===== src/e1tsf_pkg.sv =====
package e1tsf_pkg;

  // Frame geometry
  localparam int unsigned E1TSF_FRAME_BITS = 256;
  localparam int unsigned E1TSF_OCTET_BITS = 8;
  localparam int unsigned E1TSF_TIMESLOTS = E1TSF_FRAME_BITS / E1TSF_OCTET_BITS;
  localparam int unsigned E1TSF_TS_W = $clog2(E1TSF_TIMESLOTS);
  localparam logic [4:0] E1TSF_TS_OVERHEAD = 5'h00;
  localparam logic [4:0] E1TSF_TS_LAST = 5'h1f;
  localparam logic [4:0] E1TSF_TS_CAS = 5'h10;

  // Multiframe geometry
  localparam int unsigned E1TSF_MF_FRAMES = 16;
  localparam int unsigned E1TSF_FRAME_W = $clog2(E1TSF_MF_FRAMES);
  localparam logic [3:0] E1TSF_FRAME_FIRST = 4'h0;
  localparam logic [2:0] E1TSF_SMF_LAST = 3'h7;
  localparam logic [3:0] E1TSF_FRAME_E_FIRST = 4'hd;
  localparam logic [3:0] E1TSF_FRAME_E_SECOND = 4'hf;

  // Timeslot 0 field positions
  localparam int unsigned E1TSF_POS_SI = 0;
  localparam int unsigned E1TSF_POS_ONE = 1;
  localparam int unsigned E1TSF_POS_ALARM = 2;
  localparam int unsigned E1TSF_POS_NAT_LO = 3;
  localparam int unsigned E1TSF_NAT_W = 5;

  // Fixed contents: bits 7..1 of the FAS octet, MFAS bits for frames 1,3,..,11
  localparam logic [6:0] E1TSF_FAS_PATTERN = 7'h6c;
  localparam logic [5:0] E1TSF_MFAS_PATTERN = 6'h34;

  // CRC-4, generator x^4 + x + 1
  localparam int unsigned E1TSF_CRC_W = 4;
  localparam logic [3:0] E1TSF_CRC_POLY = 4'h3;
  localparam logic [3:0] E1TSF_CRC_RESET = 4'h0;

  // Buffer word: {sub_multiframe, mf_start, cas_mark, data}
  localparam int unsigned E1TSF_BUF_W = E1TSF_OCTET_BITS + 3;

endpackage : e1tsf_pkg


===== src/e1tsf_formatter.sv =====
// Overview of operation
// - Non-FAS timeslot 0 holds international bit at bit 0, overhead bits above.
// - Bit 1 of every non-FAS timeslot 0 is always one.
// - Alarm bit 2 is one on receive loss of signal or framing, else zero.
// - National bits 3 to 7 carry data link, only in non-FAS frames.
// - Sixteen frames per CRC multiframe, frame 0 is FAS, types alternate.
// - Frames 0-7 and 8-15 form two sub-multiframes, four FAS each.
// - FAS bit 0 carries check bits in order; bits 1-7 the fixed pattern.
// - Check computed over each sub-multiframe goes into the next one.
// - Non-FAS frames 1,3,5,7,9,11 carry 0,0,1,0,1,1 in bit 0.
// - Non-FAS frames 13 and 15 carry the errored sub-multiframe report bits.
// - CAS multiframe marking only when channel associated signalling is selected.
// - Frame is 32 octet timeslots, 256 bits, timeslot 0 is overhead.
// - Outbound frames alternate strictly between FAS and non-FAS.
module e1tsf_formatter import e1tsf_pkg::*; (
  // Clock and reset
  input wire logic clk_sys,
  input wire logic srst,
  // Payload octets for timeslots 1 to 31
  input wire logic [7:0] payload_data,
  input wire logic payload_valid,
  output logic payload_ready,
  // Overhead sources from local logic
  input wire logic [4:0] national_bits,
  input wire logic rx_loss_of_signal,
  input wire logic rx_loss_of_framing,
  input wire logic [1:0] rx_errored_smf,
  input wire logic cas_select,
  // Outbound octet stream
  output logic [7:0] tx_data,
  output logic tx_mf_start,
  output logic tx_sub_multiframe,
  output logic tx_cas_mf_mark,
  output logic tx_valid,
  input wire logic tx_ready
);

  ////////////////////////////////////////////////////////////////////////////
  // Declarations

  logic [4:0] ts_q;
  logic [4:0] ts_d;
  logic [3:0] frame_q;
  logic [3:0] frame_d;
  logic ready_q;
  logic ready_d;

  logic is_ts0;
  logic is_fas;
  logic push;
  logic smf_end;
  logic alarm;
  logic si_bit;
  logic [7:0] ts0_octet;
  logic [7:0] push_data;
  logic [7:0] crc_octet;
  logic cas_mark;
  logic mf_start;
  logic [3:0] crc_hold;
  logic buf_in_ready;
  logic buf_space_next;
  logic [E1TSF_BUF_W-1:0] buf_in;
  logic [E1TSF_BUF_W-1:0] buf_out;

  ////////////////////////////////////////////////////////////////////////////
  // Timeslot 0 composition

  always_comb begin
    is_ts0 = (ts_q == E1TSF_TS_OVERHEAD);
    is_fas = !frame_q[0];
    alarm = rx_loss_of_signal || rx_loss_of_framing;
    // Non-FAS bit 0: alignment word first, report bits at the tail
    if (frame_q == E1TSF_FRAME_E_FIRST) begin
      si_bit = rx_errored_smf[0];
    end else if (frame_q == E1TSF_FRAME_E_SECOND) begin
      si_bit = rx_errored_smf[1];
    end else begin
      si_bit = E1TSF_MFAS_PATTERN[frame_q[3:1]];
    end
    if (is_fas) begin
      // Check bit index follows the FAS frame within the sub-multiframe
      ts0_octet = {E1TSF_FAS_PATTERN, crc_hold[2'd3 - frame_q[2:1]]};
    end else begin
      ts0_octet = '0;
      ts0_octet[E1TSF_POS_SI] = si_bit;
      ts0_octet[E1TSF_POS_ONE] = 1'b1;
      ts0_octet[E1TSF_POS_ALARM] = alarm;
      ts0_octet[E1TSF_POS_NAT_LO +: E1TSF_NAT_W] = national_bits;
    end
  end

  ////////////////////////////////////////////////////////////////////////////
  // Sequencing and counters

  always_comb begin
    // ready_q already implies buffer room and a payload timeslot
    push = buf_in_ready && (is_ts0 || (payload_valid && ready_q));
    push_data = is_ts0 ? ts0_octet : payload_data;
    // Check positions count as zero inside the divider
    crc_octet = (is_ts0 && is_fas) ? {push_data[7:1], 1'b0} : push_data;
    smf_end = push && (ts_q == E1TSF_TS_LAST) && (frame_q[2:0] == E1TSF_SMF_LAST);
    mf_start = is_ts0 && (frame_q == E1TSF_FRAME_FIRST);
    // No CAS marking at all under common channel signalling
    cas_mark = cas_select && (frame_q == E1TSF_FRAME_FIRST) && (ts_q == E1TSF_TS_CAS);
    ts_d = ts_q;
    frame_d = frame_q;
    if (push) begin
      ts_d = ts_q + 5'h01;
      if (ts_q == E1TSF_TS_LAST) begin
        frame_d = frame_q + 4'h1;
      end
    end
    ready_d = (ts_d != E1TSF_TS_OVERHEAD) && buf_space_next;
    buf_in = {frame_q[3], mf_start, cas_mark, push_data};
  end

  always_ff @(posedge clk_sys) begin
    if (srst) begin
      ts_q <= E1TSF_TS_OVERHEAD;
      frame_q <= E1TSF_FRAME_FIRST;
      ready_q <= 1'b0;
    end else begin
      ts_q <= ts_d;
      frame_q <= frame_d;
      ready_q <= ready_d;
    end
  end

  assign payload_ready = ready_q;

  ////////////////////////////////////////////////////////////////////////////
  // Check computation and output buffer

  e1tsf_crc4 u_crc (
    .clk_sys(clk_sys),
    .srst(srst),
    .octet(crc_octet),
    .octet_push(push),
    .smf_end(smf_end),
    .crc_hold_q(crc_hold)
  );

  // Two words deep so a receiver stall never drops an octet
  e1tsf_buf u_buf (
    .clk_sys(clk_sys),
    .srst(srst),
    .in_data(buf_in),
    .in_valid(push),
    .in_ready_q(buf_in_ready),
    .space_next(buf_space_next),
    .out_data_q(buf_out),
    .out_valid_q(tx_valid),
    .out_ready(tx_ready)
  );

  assign tx_data = buf_out[7:0];
  assign tx_cas_mf_mark = buf_out[8];
  assign tx_mf_start = buf_out[9];
  assign tx_sub_multiframe = buf_out[10];

  ////////////////////////////////////////////////////////////////////////////
  // Assertions

  chk_si_position: assert property (@(posedge clk_sys) disable iff (srst)
    push && is_ts0 && !is_fas && (frame_q == 4'h5) |-> push_data[0] == 1'b1)
    else $error("international bit misplaced in non-FAS octet");

  chk_fixed_one: assert property (@(posedge clk_sys) disable iff (srst)
    push && is_ts0 && frame_q[0] |-> push_data[1] == 1'b1)
    else $error("fixed one missing in non-FAS octet");

  chk_alarm_bit: assert property (@(posedge clk_sys) disable iff (srst)
    push && is_ts0 && frame_q[0]
      |-> push_data[2] == (rx_loss_of_signal | rx_loss_of_framing))
    else $error("remote alarm bit does not follow receive loss");

  chk_nat_bits: assert property (@(posedge clk_sys) disable iff (srst)
    push && is_ts0 && frame_q[0] |-> push_data[7:3] == national_bits)
    else $error("national bits not carried in non-FAS octet");

  chk_mf_first: assert property (@(posedge clk_sys) disable iff (srst)
    push && is_ts0 && frame_q == 4'h0 |-> push_data[7:1] == 7'h6c)
    else $error("multiframe does not open with a FAS frame");

  chk_smf_split: assert property (@(posedge clk_sys) disable iff (srst)
    smf_end |-> frame_q == 4'h7 || frame_q == 4'hf)
    else $error("sub-multiframe boundary at wrong frame");

  chk_fas_pattern: assert property (@(posedge clk_sys) disable iff (srst)
    push && is_ts0 && !frame_q[0] |-> push_data[7:1] == 7'h6c)
    else $error("FAS pattern wrong");

  chk_crc_insert: assert property (@(posedge clk_sys) disable iff (srst)
    push && is_ts0 && frame_q[2:0] == 3'h0 |-> push_data[0] == crc_hold[3])
    else $error("first check bit not taken from previous result");

  chk_crc_last: assert property (@(posedge clk_sys) disable iff (srst)
    push && is_ts0 && frame_q[2:0] == 3'h6 |-> push_data[0] == crc_hold[0])
    else $error("last check bit not taken from previous result");

  chk_mfas_bits: assert property (@(posedge clk_sys) disable iff (srst)
    push && is_ts0 && (frame_q == 4'h1 || frame_q == 4'h3 || frame_q == 4'h7)
      |-> push_data[0] == 1'b0)
    else $error("multiframe alignment zero bit wrong");

  chk_e_bits: assert property (@(posedge clk_sys) disable iff (srst)
    push && is_ts0 && frame_q == 4'hf |-> push_data[0] == rx_errored_smf[1])
    else $error("second report bit wrong");

  chk_cas_gate: assert property (@(posedge clk_sys) disable iff (srst)
    push && buf_in[8] |-> cas_select && ts_q == 5'h10 && frame_q == 4'h0)
    else $error("CAS mark outside selected mode or position");

  chk_ts_wrap: assert property (@(posedge clk_sys) disable iff (srst)
    push && ts_q == 5'h1f |=> ts_q == 5'h00 && frame_q == $past(frame_q) + 4'h1)
    else $error("frame did not close after timeslot 31");

  chk_alternate: assert property (@(posedge clk_sys) disable iff (srst)
    push && ts_q == 5'h1f |=> frame_q[0] != $past(frame_q[0]))
    else $error("frame type did not alternate");

  chk_no_stray_take: assert property (@(posedge clk_sys) disable iff (srst)
    is_ts0 |-> !ready_q)
    else $error("payload offered during timeslot 0");

  chk_mfas_ones: assert property (@(posedge clk_sys) disable iff (srst)
    push && is_ts0 && (frame_q == 4'h5 || frame_q == 4'h9 || frame_q == 4'hb)
      |-> push_data[0] == 1'b1)
    else $error("multiframe alignment one bit wrong");

  chk_e_first: assert property (@(posedge clk_sys) disable iff (srst)
    push && is_ts0 && frame_q == 4'hd |-> push_data[0] == rx_errored_smf[0])
    else $error("first report bit wrong");

  chk_crc_second: assert property (@(posedge clk_sys) disable iff (srst)
    push && is_ts0 && frame_q[2:0] == 3'h2 |-> push_data[0] == crc_hold[2])
    else $error("second check bit not taken from previous result");

  chk_crc_third: assert property (@(posedge clk_sys) disable iff (srst)
    push && is_ts0 && frame_q[2:0] == 3'h4 |-> push_data[0] == crc_hold[1])
    else $error("third check bit not taken from previous result");

  chk_crc_steady: assert property (@(posedge clk_sys) disable iff (srst)
    !smf_end |=> $stable(crc_hold))
    else $error("check result changed inside a sub-multiframe");

  chk_smf_flag: assert property (@(posedge clk_sys) disable iff (srst)
    push |-> buf_in[10] == (frame_q >= 4'h8))
    else $error("sub-multiframe flag wrong");

  chk_mf_flag: assert property (@(posedge clk_sys) disable iff (srst)
    push |-> buf_in[9] == (is_ts0 && frame_q == 4'h0))
    else $error("multiframe start flag wrong");

  chk_cas_present: assert property (@(posedge clk_sys) disable iff (srst)
    push && cas_select && ts_q == 5'h10 && frame_q == 4'h0
      |-> buf_in[8])
    else $error("CAS mark missing in selected mode");

  chk_cas_ccs: assert property (@(posedge clk_sys) disable iff (srst)
    !cas_select |-> !cas_mark)
    else $error("CAS mark under common channel signalling");

  chk_payload_pass: assert property (@(posedge clk_sys) disable iff (srst)
    push && !is_ts0
      |-> payload_valid && push_data == payload_data)
    else $error("payload octet not passed through");

  chk_ts_step: assert property (@(posedge clk_sys) disable iff (srst)
    push && ts_q != 5'h1f
      |=> ts_q == $past(ts_q) + 5'h01 && frame_q == $past(frame_q))
    else $error("timeslot did not step by one");

  chk_count_hold: assert property (@(posedge clk_sys) disable iff (srst)
    !push |=> $stable(ts_q) && $stable(frame_q))
    else $error("counters moved without a push");

  chk_ts0_prompt: assert property (@(posedge clk_sys) disable iff (srst)
    is_ts0 && buf_in_ready |-> push)
    else $error("overhead octet held back with room");

  chk_ready_room: assert property (@(posedge clk_sys) disable iff (srst)
    ready_q |-> buf_in_ready)
    else $error("payload offered without buffer room");

  chk_crc_zeroed: assert property (@(posedge clk_sys) disable iff (srst)
    push && is_ts0 && is_fas
      |-> crc_octet[0] == 1'b0 && crc_octet[7:1] == E1TSF_FAS_PATTERN)
    else $error("check position not zeroed for divider");

  chk_crc_whole: assert property (@(posedge clk_sys) disable iff (srst)
    push && !(is_ts0 && is_fas) |-> crc_octet == push_data)
    else $error("divider input differs from pushed octet");

  chk_type_bit: assert property (@(posedge clk_sys) disable iff (srst)
    push && is_ts0 |-> push_data[1] == frame_q[0])
    else $error("bit 1 does not mark the frame type");

  chk_nat_fas_free: assert property (@(posedge clk_sys) disable iff (srst)
    push && is_ts0 && is_fas
      |-> push_data[7:3] == E1TSF_FAS_PATTERN[6:2])
    else $error("national bits leaked into FAS octet");

endmodule : e1tsf_formatter


===== src/e1tsf_crc4.sv =====
module e1tsf_crc4 import e1tsf_pkg::*; (
  // Clock and reset
  input wire logic clk_sys,
  input wire logic srst,
  // Octet stream, check positions already zeroed
  input wire logic [7:0] octet,
  input wire logic octet_push,
  input wire logic smf_end,
  // Result of the previous sub-multiframe
  output logic [3:0] crc_hold_q
);

  logic [3:0] acc_q;
  logic [3:0] acc_d;
  logic [3:0] crc_hold_d;
  logic [3:0] next_acc;

  always_comb begin
    next_acc = acc_q;
    for (int i = 0; i < E1TSF_OCTET_BITS; i++) begin
      // Bit 0 goes to line first, so it enters the divider first
      if (octet[i] ^ next_acc[3]) begin
        next_acc = {next_acc[2:0], 1'b0} ^ E1TSF_CRC_POLY;
      end else begin
        next_acc = {next_acc[2:0], 1'b0};
      end
    end
    acc_d = acc_q;
    crc_hold_d = crc_hold_q;
    if (octet_push) begin
      acc_d = next_acc;
      if (smf_end) begin
        crc_hold_d = next_acc;
        acc_d = E1TSF_CRC_RESET;
      end
    end
  end

  always_ff @(posedge clk_sys) begin
    if (srst) begin
      acc_q <= E1TSF_CRC_RESET;
      crc_hold_q <= E1TSF_CRC_RESET;
    end else begin
      acc_q <= acc_d;
      crc_hold_q <= crc_hold_d;
    end
  end

  chk_crc_restart: assert property (@(posedge clk_sys) disable iff (srst)
    octet_push && smf_end |=> acc_q == E1TSF_CRC_RESET)
    else $error("crc accumulator not restarted at sub-multiframe end");

endmodule : e1tsf_crc4


===== src/e1tsf_buf.sv =====
module e1tsf_buf import e1tsf_pkg::*; (
  // Clock and reset
  input wire logic clk_sys,
  input wire logic srst,
  // Fill side
  input wire logic [E1TSF_BUF_W-1:0] in_data,
  input wire logic in_valid,
  output logic in_ready_q,
  output logic space_next,
  // Drain side
  output logic [E1TSF_BUF_W-1:0] out_data_q,
  output logic out_valid_q,
  input wire logic out_ready
);

  // Head register drives the outputs directly; spare catches a word during a stall
  logic [E1TSF_BUF_W-1:0] out_data_d;
  logic out_valid_d;
  logic [E1TSF_BUF_W-1:0] spare_q;
  logic [E1TSF_BUF_W-1:0] spare_d;
  logic spare_valid_q;
  logic spare_valid_d;
  logic pop;
  logic push;

  always_comb begin
    pop = out_valid_q && out_ready;
    push = in_valid && in_ready_q;
    out_data_d = out_data_q;
    out_valid_d = out_valid_q;
    spare_d = spare_q;
    spare_valid_d = spare_valid_q;
    if (pop) begin
      if (spare_valid_q) begin
        out_data_d = spare_q;
        spare_valid_d = 1'b0;
      end else begin
        out_valid_d = 1'b0;
      end
    end
    if (push) begin
      if (!out_valid_d) begin
        out_data_d = in_data;
        out_valid_d = 1'b1;
      end else begin
        spare_d = in_data;
        spare_valid_d = 1'b1;
      end
    end
    space_next = !spare_valid_d;
  end

  always_ff @(posedge clk_sys) begin
    if (srst) begin
      out_data_q <= '0;
      out_valid_q <= 1'b0;
      spare_q <= '0;
      spare_valid_q <= 1'b0;
      in_ready_q <= 1'b0;
    end else begin
      out_data_q <= out_data_d;
      out_valid_q <= out_valid_d;
      spare_q <= spare_d;
      spare_valid_q <= spare_valid_d;
      in_ready_q <= space_next;
    end
  end

  chk_stall_holds: assert property (@(posedge clk_sys) disable iff (srst)
    out_valid_q && !out_ready |=> out_valid_q && $stable(out_data_q))
    else $error("buffer output changed while stalled");

  chk_full_refuses: assert property (@(posedge clk_sys) disable iff (srst)
    spare_valid_q |-> !in_ready_q)
    else $error("buffer offered room while full");

endmodule : e1tsf_buf


===== config.mk =====
export PLATFORM = sky130hd
export DESIGN_NAME = e1tsf_formatter
export DESIGN_NICKNAME = d
export VERILOG_FILES = /design/src/e1tsf_pkg.sv /design/src/e1tsf_formatter.sv /design/src/e1tsf_crc4.sv /design/src/e1tsf_buf.sv
export SDC_FILE = /design/constraint.sdc
export NUM_CORES = 1
export LEC_CHECK = 0
export BUFFER_PORTS_ARGS = -buffer_cell sky130_fd_sc_hd__buf_4
export CAP_MARGIN = 20
export CORE_AREA = 8 8 80 82
export CTS_CLUSTER_DIAMETER = 150
export DETAILED_ROUTE_END_ITERATION = 8
export DIE_AREA = 0 0 88 90
export HOLD_SLACK_MARGIN = 0.12
export PLACE_DENSITY_LB_ADDON = 0.3
export SYNTH_ARGS = -nofsm -noshare
export SYNTH_HDL_FRONTEND = slang
export SYNTH_HIERARCHICAL = 1
export SYNTH_SLANG_ARGS = --single-unit

===== constraint.sdc =====
create_clock -name clk_sys -period 3.7 [get_ports clk_sys]
set_clock_uncertainty 0.2 [all_clocks]
set_input_delay 0.74 -clock clk_sys [delete_from_list [all_inputs] [get_ports clk_sys]]
set_output_delay 0.74 -clock clk_sys [all_outputs]
set_load 0.03 [all_outputs]

==> impl_results.md, run 1 <==
- Status: complete, no violations
- Fin crit share: 0.946
- WP data required: 3700 ps
- GRT met2 Usage: 0.245
- Hold Path Origin: u_buf/spare_q[10]
- RSZ-0062 raised after global routing: false
- Final setup margin: 201 ps
- Clock sinks: 44
- Layout cells sized above 1: 0.181
- Clk Tree Root Cell: clkbuf_8
- Pre-CTS setup slack: 216 ps
- Crit path max fanout: 12
- Worst hold endpoint: u_buf/spare_q[10]
- Share of the synthesized area in the top cell type: 0.353
- Post-route DRC violation count: 0
- R2r startpoint: ts_q[0]
- DIE HEIGHT: 90 um
- Nets: 338
- Cells taking the most area after synthesis: dfxtp_1 35%, nand2_1 6.2%, a311oi_1 3.9%
- Max-cap violations: 0
- CP endpoint kind: register
- # setup viols final: 0
- Total wire length: 6280 um
- Worst Setup Start Kind: register
- Count of final max-slew check failures: 0
- Most frequent cells in the layout: 44 x dfxtp_1, 41 x nand2_1, 37 x buf_4
- Setup Total Neg Slack: 0 ps
- Cells after Synth: 286
- Peak VDD IR: 0.000372 V
- DRT iter0 DRCs: 200
- GR Util met1: 0.209
- PwrDens: 676 nW/um^2
- Core area: 5240 um^2
- Worst r2r dst: u_crc/crc_hold_q[1]
- # port buffers: 34
- N_diodes: 0
- Hold Fails Final Rpt: 0
- Register area share after synthesis: 0.353
- Met3 Resource Use GR: 0.0346
- Least-Margin Pin Slew: 832 ps
- Worst Reg-to-Reg Cells: 9
- Total clock buffers created by CTS: 5
- Die Wd: 88 um
- Syn_nets: 315
- CTS Hold Bufs: 0
- Gr busiest metal: met2
- Final HPWL DP: 4440 um
- Syn avg cell area: 8.73 um^2
- Global route overflow: 0
- Worst-path clk slew: 80 ps
- Post-route ant nets: 0
- Gpl congestion: 0.865
- Hold Path Cell Cnt: 2
- Vias/cell: 5.79
- DR vias: 2205
- Seq cells post-synth: 44
- R2r setup slk: 200 ps
- P_leak: 1.12 nW
- Yosys warns: 6
- Synth area leader: dfxtp_1
- Initial Util: 0.477
- FMAX: 286 MHz
- Worst Path Arrival: 3490 ps
- Die ar.: 7920 um^2
- Synth-to-layout area growth: 15.6%
- H-Tree Depth: 2
- Initial antenna violation count: 0
- Post-Place Cell Area: 2760 um^2
- Layout Cells excl Fill: 381
- Worst min-delay path class: register to register
- Row cnt: 27
- Synth Flop Type: dfxtp_1
- Post-cts sizing count: 0
- Final instance area: 2890 um^2
- Drt pass-1 iters: 4
- Hold WS: 276 ps
- Top-Level Pins: 35
- Synth cell types: 55
- Total track usage: 0.159
- Clk buf depth: 2
- Post-synth EDFFs: 0
- Final min period: 3500 ps
- Synth Cell Area: 2500 um^2
- Vias in the first global route: 2058
- Clk_lat worst skew: 300 ps
- CTS tree: yes
- WL per Instance: 16.5 um
- Crit Path Class: register to register
- Relative slew slack: 0.442
- Setup Fix Bufs, Post-CTS: 0
- Commonest non-fill, non-tap cell in the layout: dfxtp_1
- Cells after DPL: 374
- Largest net degree at the start of global routing: 45
- First-pass GRT wire length: 10000 um
- Async set-reset flop share out of synthesis: 0
==> critical path: stages (launching register included) <==
cell and delay, ps:
dfxtp_1 360, inv_1 110, ha_1 200, or4b_4 560, or4_4 540, o21ai_2 220
xnor3_1 400, xor3_1 420, xnor2_1 170, a31o_1 210
==> sequential cells by signal, indices dropped and copies added, names as in the netlist, named ones only <==
signal               cells
frame_q                  4
payload_ready            1
ts_q                     5
u_buf/in_ready_q         1
u_buf/out_data_q        11
u_buf/out_valid_q        1
u_buf/spare_q           11
u_buf/spare_valid_q      1
u_crc/acc_q              4
u_crc/crc_hold_q         4
==> where the power goes <==
group / total [mW] / switching [mW] / internal (mW) / leakage, nW
clock network: 0.435 / 0.169 / 0.266 / 0.0642
registers: 0.573 / 0.0448 / 0.529 / 0.358
logic: 0.942 / 0.482 / 0.460 / 0.696
==> cell type report <==
| type | instances | area (um^2) |
|---|---|---|
| Sequential cell | 44 | 881 |
| Multi-Input combinational cell | 214 | 1480 |
| Clock inverter | 2 | 60.1 |
| Timing Repair Buffer | 37 | 278 |
| Fill cell | 498 | 2350 |
| Tap cell | 72 | 90.1 |
| Clock buffer | 5 | 68.8 |
| Inverter | 7 | 26.3 |
==> metrics by stage <==
stage	util	power [mW]
after floorplan	-	1.33
after global placement	0.527	1.50
after detailed placement	0.527	1.52
after CTS	0.551	1.96
after global routing	0.551	2.06
final	0.551	1.95
==> kinds of logic (layout without fill, tap and decap cells) <==
| kind of cell | count (synthesis) | count (layout) | synth area share |
|---|---|---|---|
| flops | 44 | 44 | 0.353 |
| simple gates | 105 | 105 | 0.218 |
| mux | 6 | 6 | 0.0291 |
| fa+ha+maj | 7 | 7 | 0.0351 |
| compound gates | 78 | 78 | 0.220 |
| xor+xnor | 18 | 18 | 0.0917 |
| buf+inv | 28 | 51 | 0.0536 |
==> per-layer routing <==
| layer | vias to the layer above | part of all wire | routed length (um) |
|---|---|---|---|
| met5 | - | 0 | 0 |
| met2 | 50 | 0.48 | 3010 |
| li1 | 1089 | - | - |
| met1 | 1057 | 0.47 | 2930 |
| met4 | 0 | 0.016 | 103 |
| met3 | 9 | 0.036 | 228 |
==> Yosys cell counts, drive strengths merged (3+ instances only) <==
cell and instances:
o211ai 4, o21ai 13, inv 7, nand2 41
xnor3 3, dfxtp 44, ha 7, xnor2 10
mux2i 5, o31ai 11, xor2 3, a311oi 11
nand2b 3, nor2 19, a21oi 16, clkbuf 8
a211oi 12, and2 7, buf 13, and3 3
nand4 14
==> worst max-delay path by stage <==
stage,startpoint,to,slack [ps],cells after the start
floorplan,ts_q[0],u_crc/crc_hold_q[1],510,9
global placement,ts_q[0],u_crc/crc_hold_q[1],320,9
detailed placement,ts_q[0],u_crc/crc_hold_q[1],220,9
CTS,ts_q[0],u_crc/crc_hold_q[1],200,9
global route,ts_q[0],u_crc/crc_hold_q[1],90,9
finish,ts_q[0],u_crc/crc_hold_q[1],200,9
(Power assumes the default switching activity.)
==> run 2: changes to the inputs <==
- CELL_PAD_IN_SITES_DETAIL_PLACEMENT: unset -> 2
- CELL_PAD_IN_SITES_GLOBAL_PLACEMENT: unset -> 2
- CORE_AREA: 8 8 80 82 -> 8 8 94 96
- DIE_AREA: 0 0 88 90 -> 0 0 102 104
==> run 2 against run 1 <==
  * Register-to-register slack better by 20 ps
  * Power down 4.2%
  * Core utilization down 16 points
  * Final cell count up 8.1%
  * Worst setup slack better by 20 ps
  * Combinational power up 3.2%
  * Critical endpoint is now u_crc/acc_q[0]
==> impl_results.md, run 2 (synthesis results as in run 1) <==
- Top-Level Pins: 35
- Final HPWL DP: 5590 um
- Setup Fix Bufs, Post-CTS: 0
- DRT iter0 DRCs: 72
- H-Tree Depth: 2
- Fin util: 0.388
- GRT met2 Usage: 0.255
- # port buffers: 34
- Post-route DRC violation count: 0
- Global route overflow: 0
- Vias/cell: 5.41
- Core area: 7450 um^2
- Drt pass-1 iters: 4
- Initial Util: 0.335
- Hold WS: 281 ps
- Relative slew slack: 0.426
- WL per Instance: 18.4 um
- Power Total: 1.87 mW
- Total wire length: 7570 um
- Crit Path Class: register to register
- Clk pwr share: 0.173
- Peak VDD IR: 0.000281 V
- PwrDens: 647 nW/um^2
- Least-Margin Pin Slew: 855 ps
- P_leak: 1.10 nW
- FMAX: 287 MHz
- Die ar.: 10600 um^2
- Vias in the first global route: 2503
- Net Sw Power: 0.728 mW
- Clk Tree Root Cell: clkbuf_8
- Max-cap violations: 0
- Post-cts sizing count: 0
- Switch share: 0.390
- Worst min-delay path class: register to register
- Commonest non-fill, non-tap cell in the layout: dfxtp_1
- Family with the most delay on the worst path: simple AND/OR/NAND/NOR gates
- Layout Cells excl Fill: 412
- Row cnt: 32
- Clk buf depth: 2
- # setup viols final: 0
- DR vias: 2229
- Post-route ant nets: 0
- Final min period: 3480 ps
- Multi-input combinational cell area: 1480 um^2
- Hold Fails Final Rpt: 0
- Initial antenna violation count: 0
- Most frequent cells in the layout: 44 x dfxtp_1, 41 x nand2_1, 37 x buf_4
- Layout cells sized above 1: 0.184
- DIE HEIGHT: 104 um
- Setup Total Neg Slack: 0 ps
- Buffers plus inverters on the worst setup path: 1
- CP endpoint kind: register
- Status: complete, no violations
- RSZ-0062 raised after global routing: false
- Fin crit share: 0.940
- Worst Path Arrival: 3480 ps
- Synth-to-layout area growth: 15.6%
- Cell Chain, Critical Path: inv_1 -> ha_1 -> or4b_4 -> or4_4 -> o21ai_2 -> xnor3_1 -> xor3_1 -> xnor2_1 -> a22o_1
- Gpl congestion: 0.780
- GR Util met1: 0.184
- Worst Setup Start Kind: register
- Count of final max-slew check failures: 0
- Fillcell total: 889
- Slowest CP cell: or4b_4
- Gr busiest metal: met2
- Cells after DPL: 404
- Internal: 1.14 mW
- CP max stage delay: 550 ps
- CTS Hold Bufs: 0
- Worst-path clk slew: 90 ps
- Sequential cell area: 881 um^2
- Clk_lat worst skew: 300 ps
- Total track usage: 0.149
- First-pass GRT wire length: 12700 um
- Largest net degree at the start of global routing: 45
- Logic pwr share: 0.520
- Die Wd: 102 um
- Sequential cell fraction of total power: 0.307
- N_diodes: 0
- Crit path max fanout: 12
- WP data required: 3700 ps
- Nets: 338
- Largest regs: u_buf/out_data_q x11, u_buf/spare_q x11, ts_q x5
- Total clock buffers created by CTS: 5
- Met3 Resource Use GR: 0.0207
- Clock sinks: 44
- CTS tree: yes
==> run 2: cell types whose count changed in the layout (fill, tap and decap cells not counted) <==
cell,before,now
clkbuf_8,5,6
clkinv_2,0,2
bufinv_16,2,0
==> run 2: final cells by class <==
| type | count | area share |
|---|---|---|
| multi-input cells | 214 | 0.513 |
| flip-flops and latches | 44 | 0.305 |
| repair buffers | 37 | 0.0962 |
| well taps | 102 | 0.0442 |
| clock buffers | 6 | 0.0286 |
| inverters | 7 | 0.00910 |
| clock inverters | 2 | 0.00347 |
==> run 2: per-stage QoR <==
| step | worst slack [ps] | cell area, um^2 |
|---|---|---|
| 2_1_floorplan | 512 | 2500 |
| 3_3_place_gp | 315 | 2800 |
| 3_5_place_dp | 223 | 2800 |
| 4_1_cts | 195 | 2890 |
| 5_1_grt | 66.7 | 2890 |
| 6_report | 221 | 2890 |
==> run 2: worst paths after layout <==
| path | cells after the start | slack, ps | endpoint | startpoint |
|---|---|---|---|---|
| setup / recovery | 9 | 220 | u_crc/acc_q[0] | ts_q[0] |
| hold / removal | 2 | 280 | u_buf/spare_q[7] | u_buf/spare_q[7] |
| setup reg to reg | 9 | 220 | u_crc/acc_q[0] | ts_q[0] |
| hold reg to reg | 2 | 280 | u_buf/spare_q[7] | u_buf/spare_q[7] |
==> run 2: worst reg2reg max path: stages (launching register included) <==
cell,delay (ps)
dfxtp_1,360
inv_1,120
ha_1,190
or4b_4,550
or4_4,540
o21ai_2,210
xnor3_1,410
xor3_1,430
xnor2_1,170
a22o_1,200
==> run 2: power by group through the flow <==
stage          registers (mW)  clock network (mW)  logic [mW]
2_1_floorplan           0.627                   0       0.703
3_3_place_gp            0.581                   0       0.951
4_1_cts                 0.575               0.337       0.985
3_5_place_dp            0.586                   0       0.977
6_report                0.573               0.323       0.972
5_1_grt                 0.581               0.352        1.07
==> run 2: layer usage <==
metal	vias to the layer above	wire, um
met4	0	121
met5	-	0
met2	26	3800
met3	9	154
met1	1106	3500
li1	1088	-
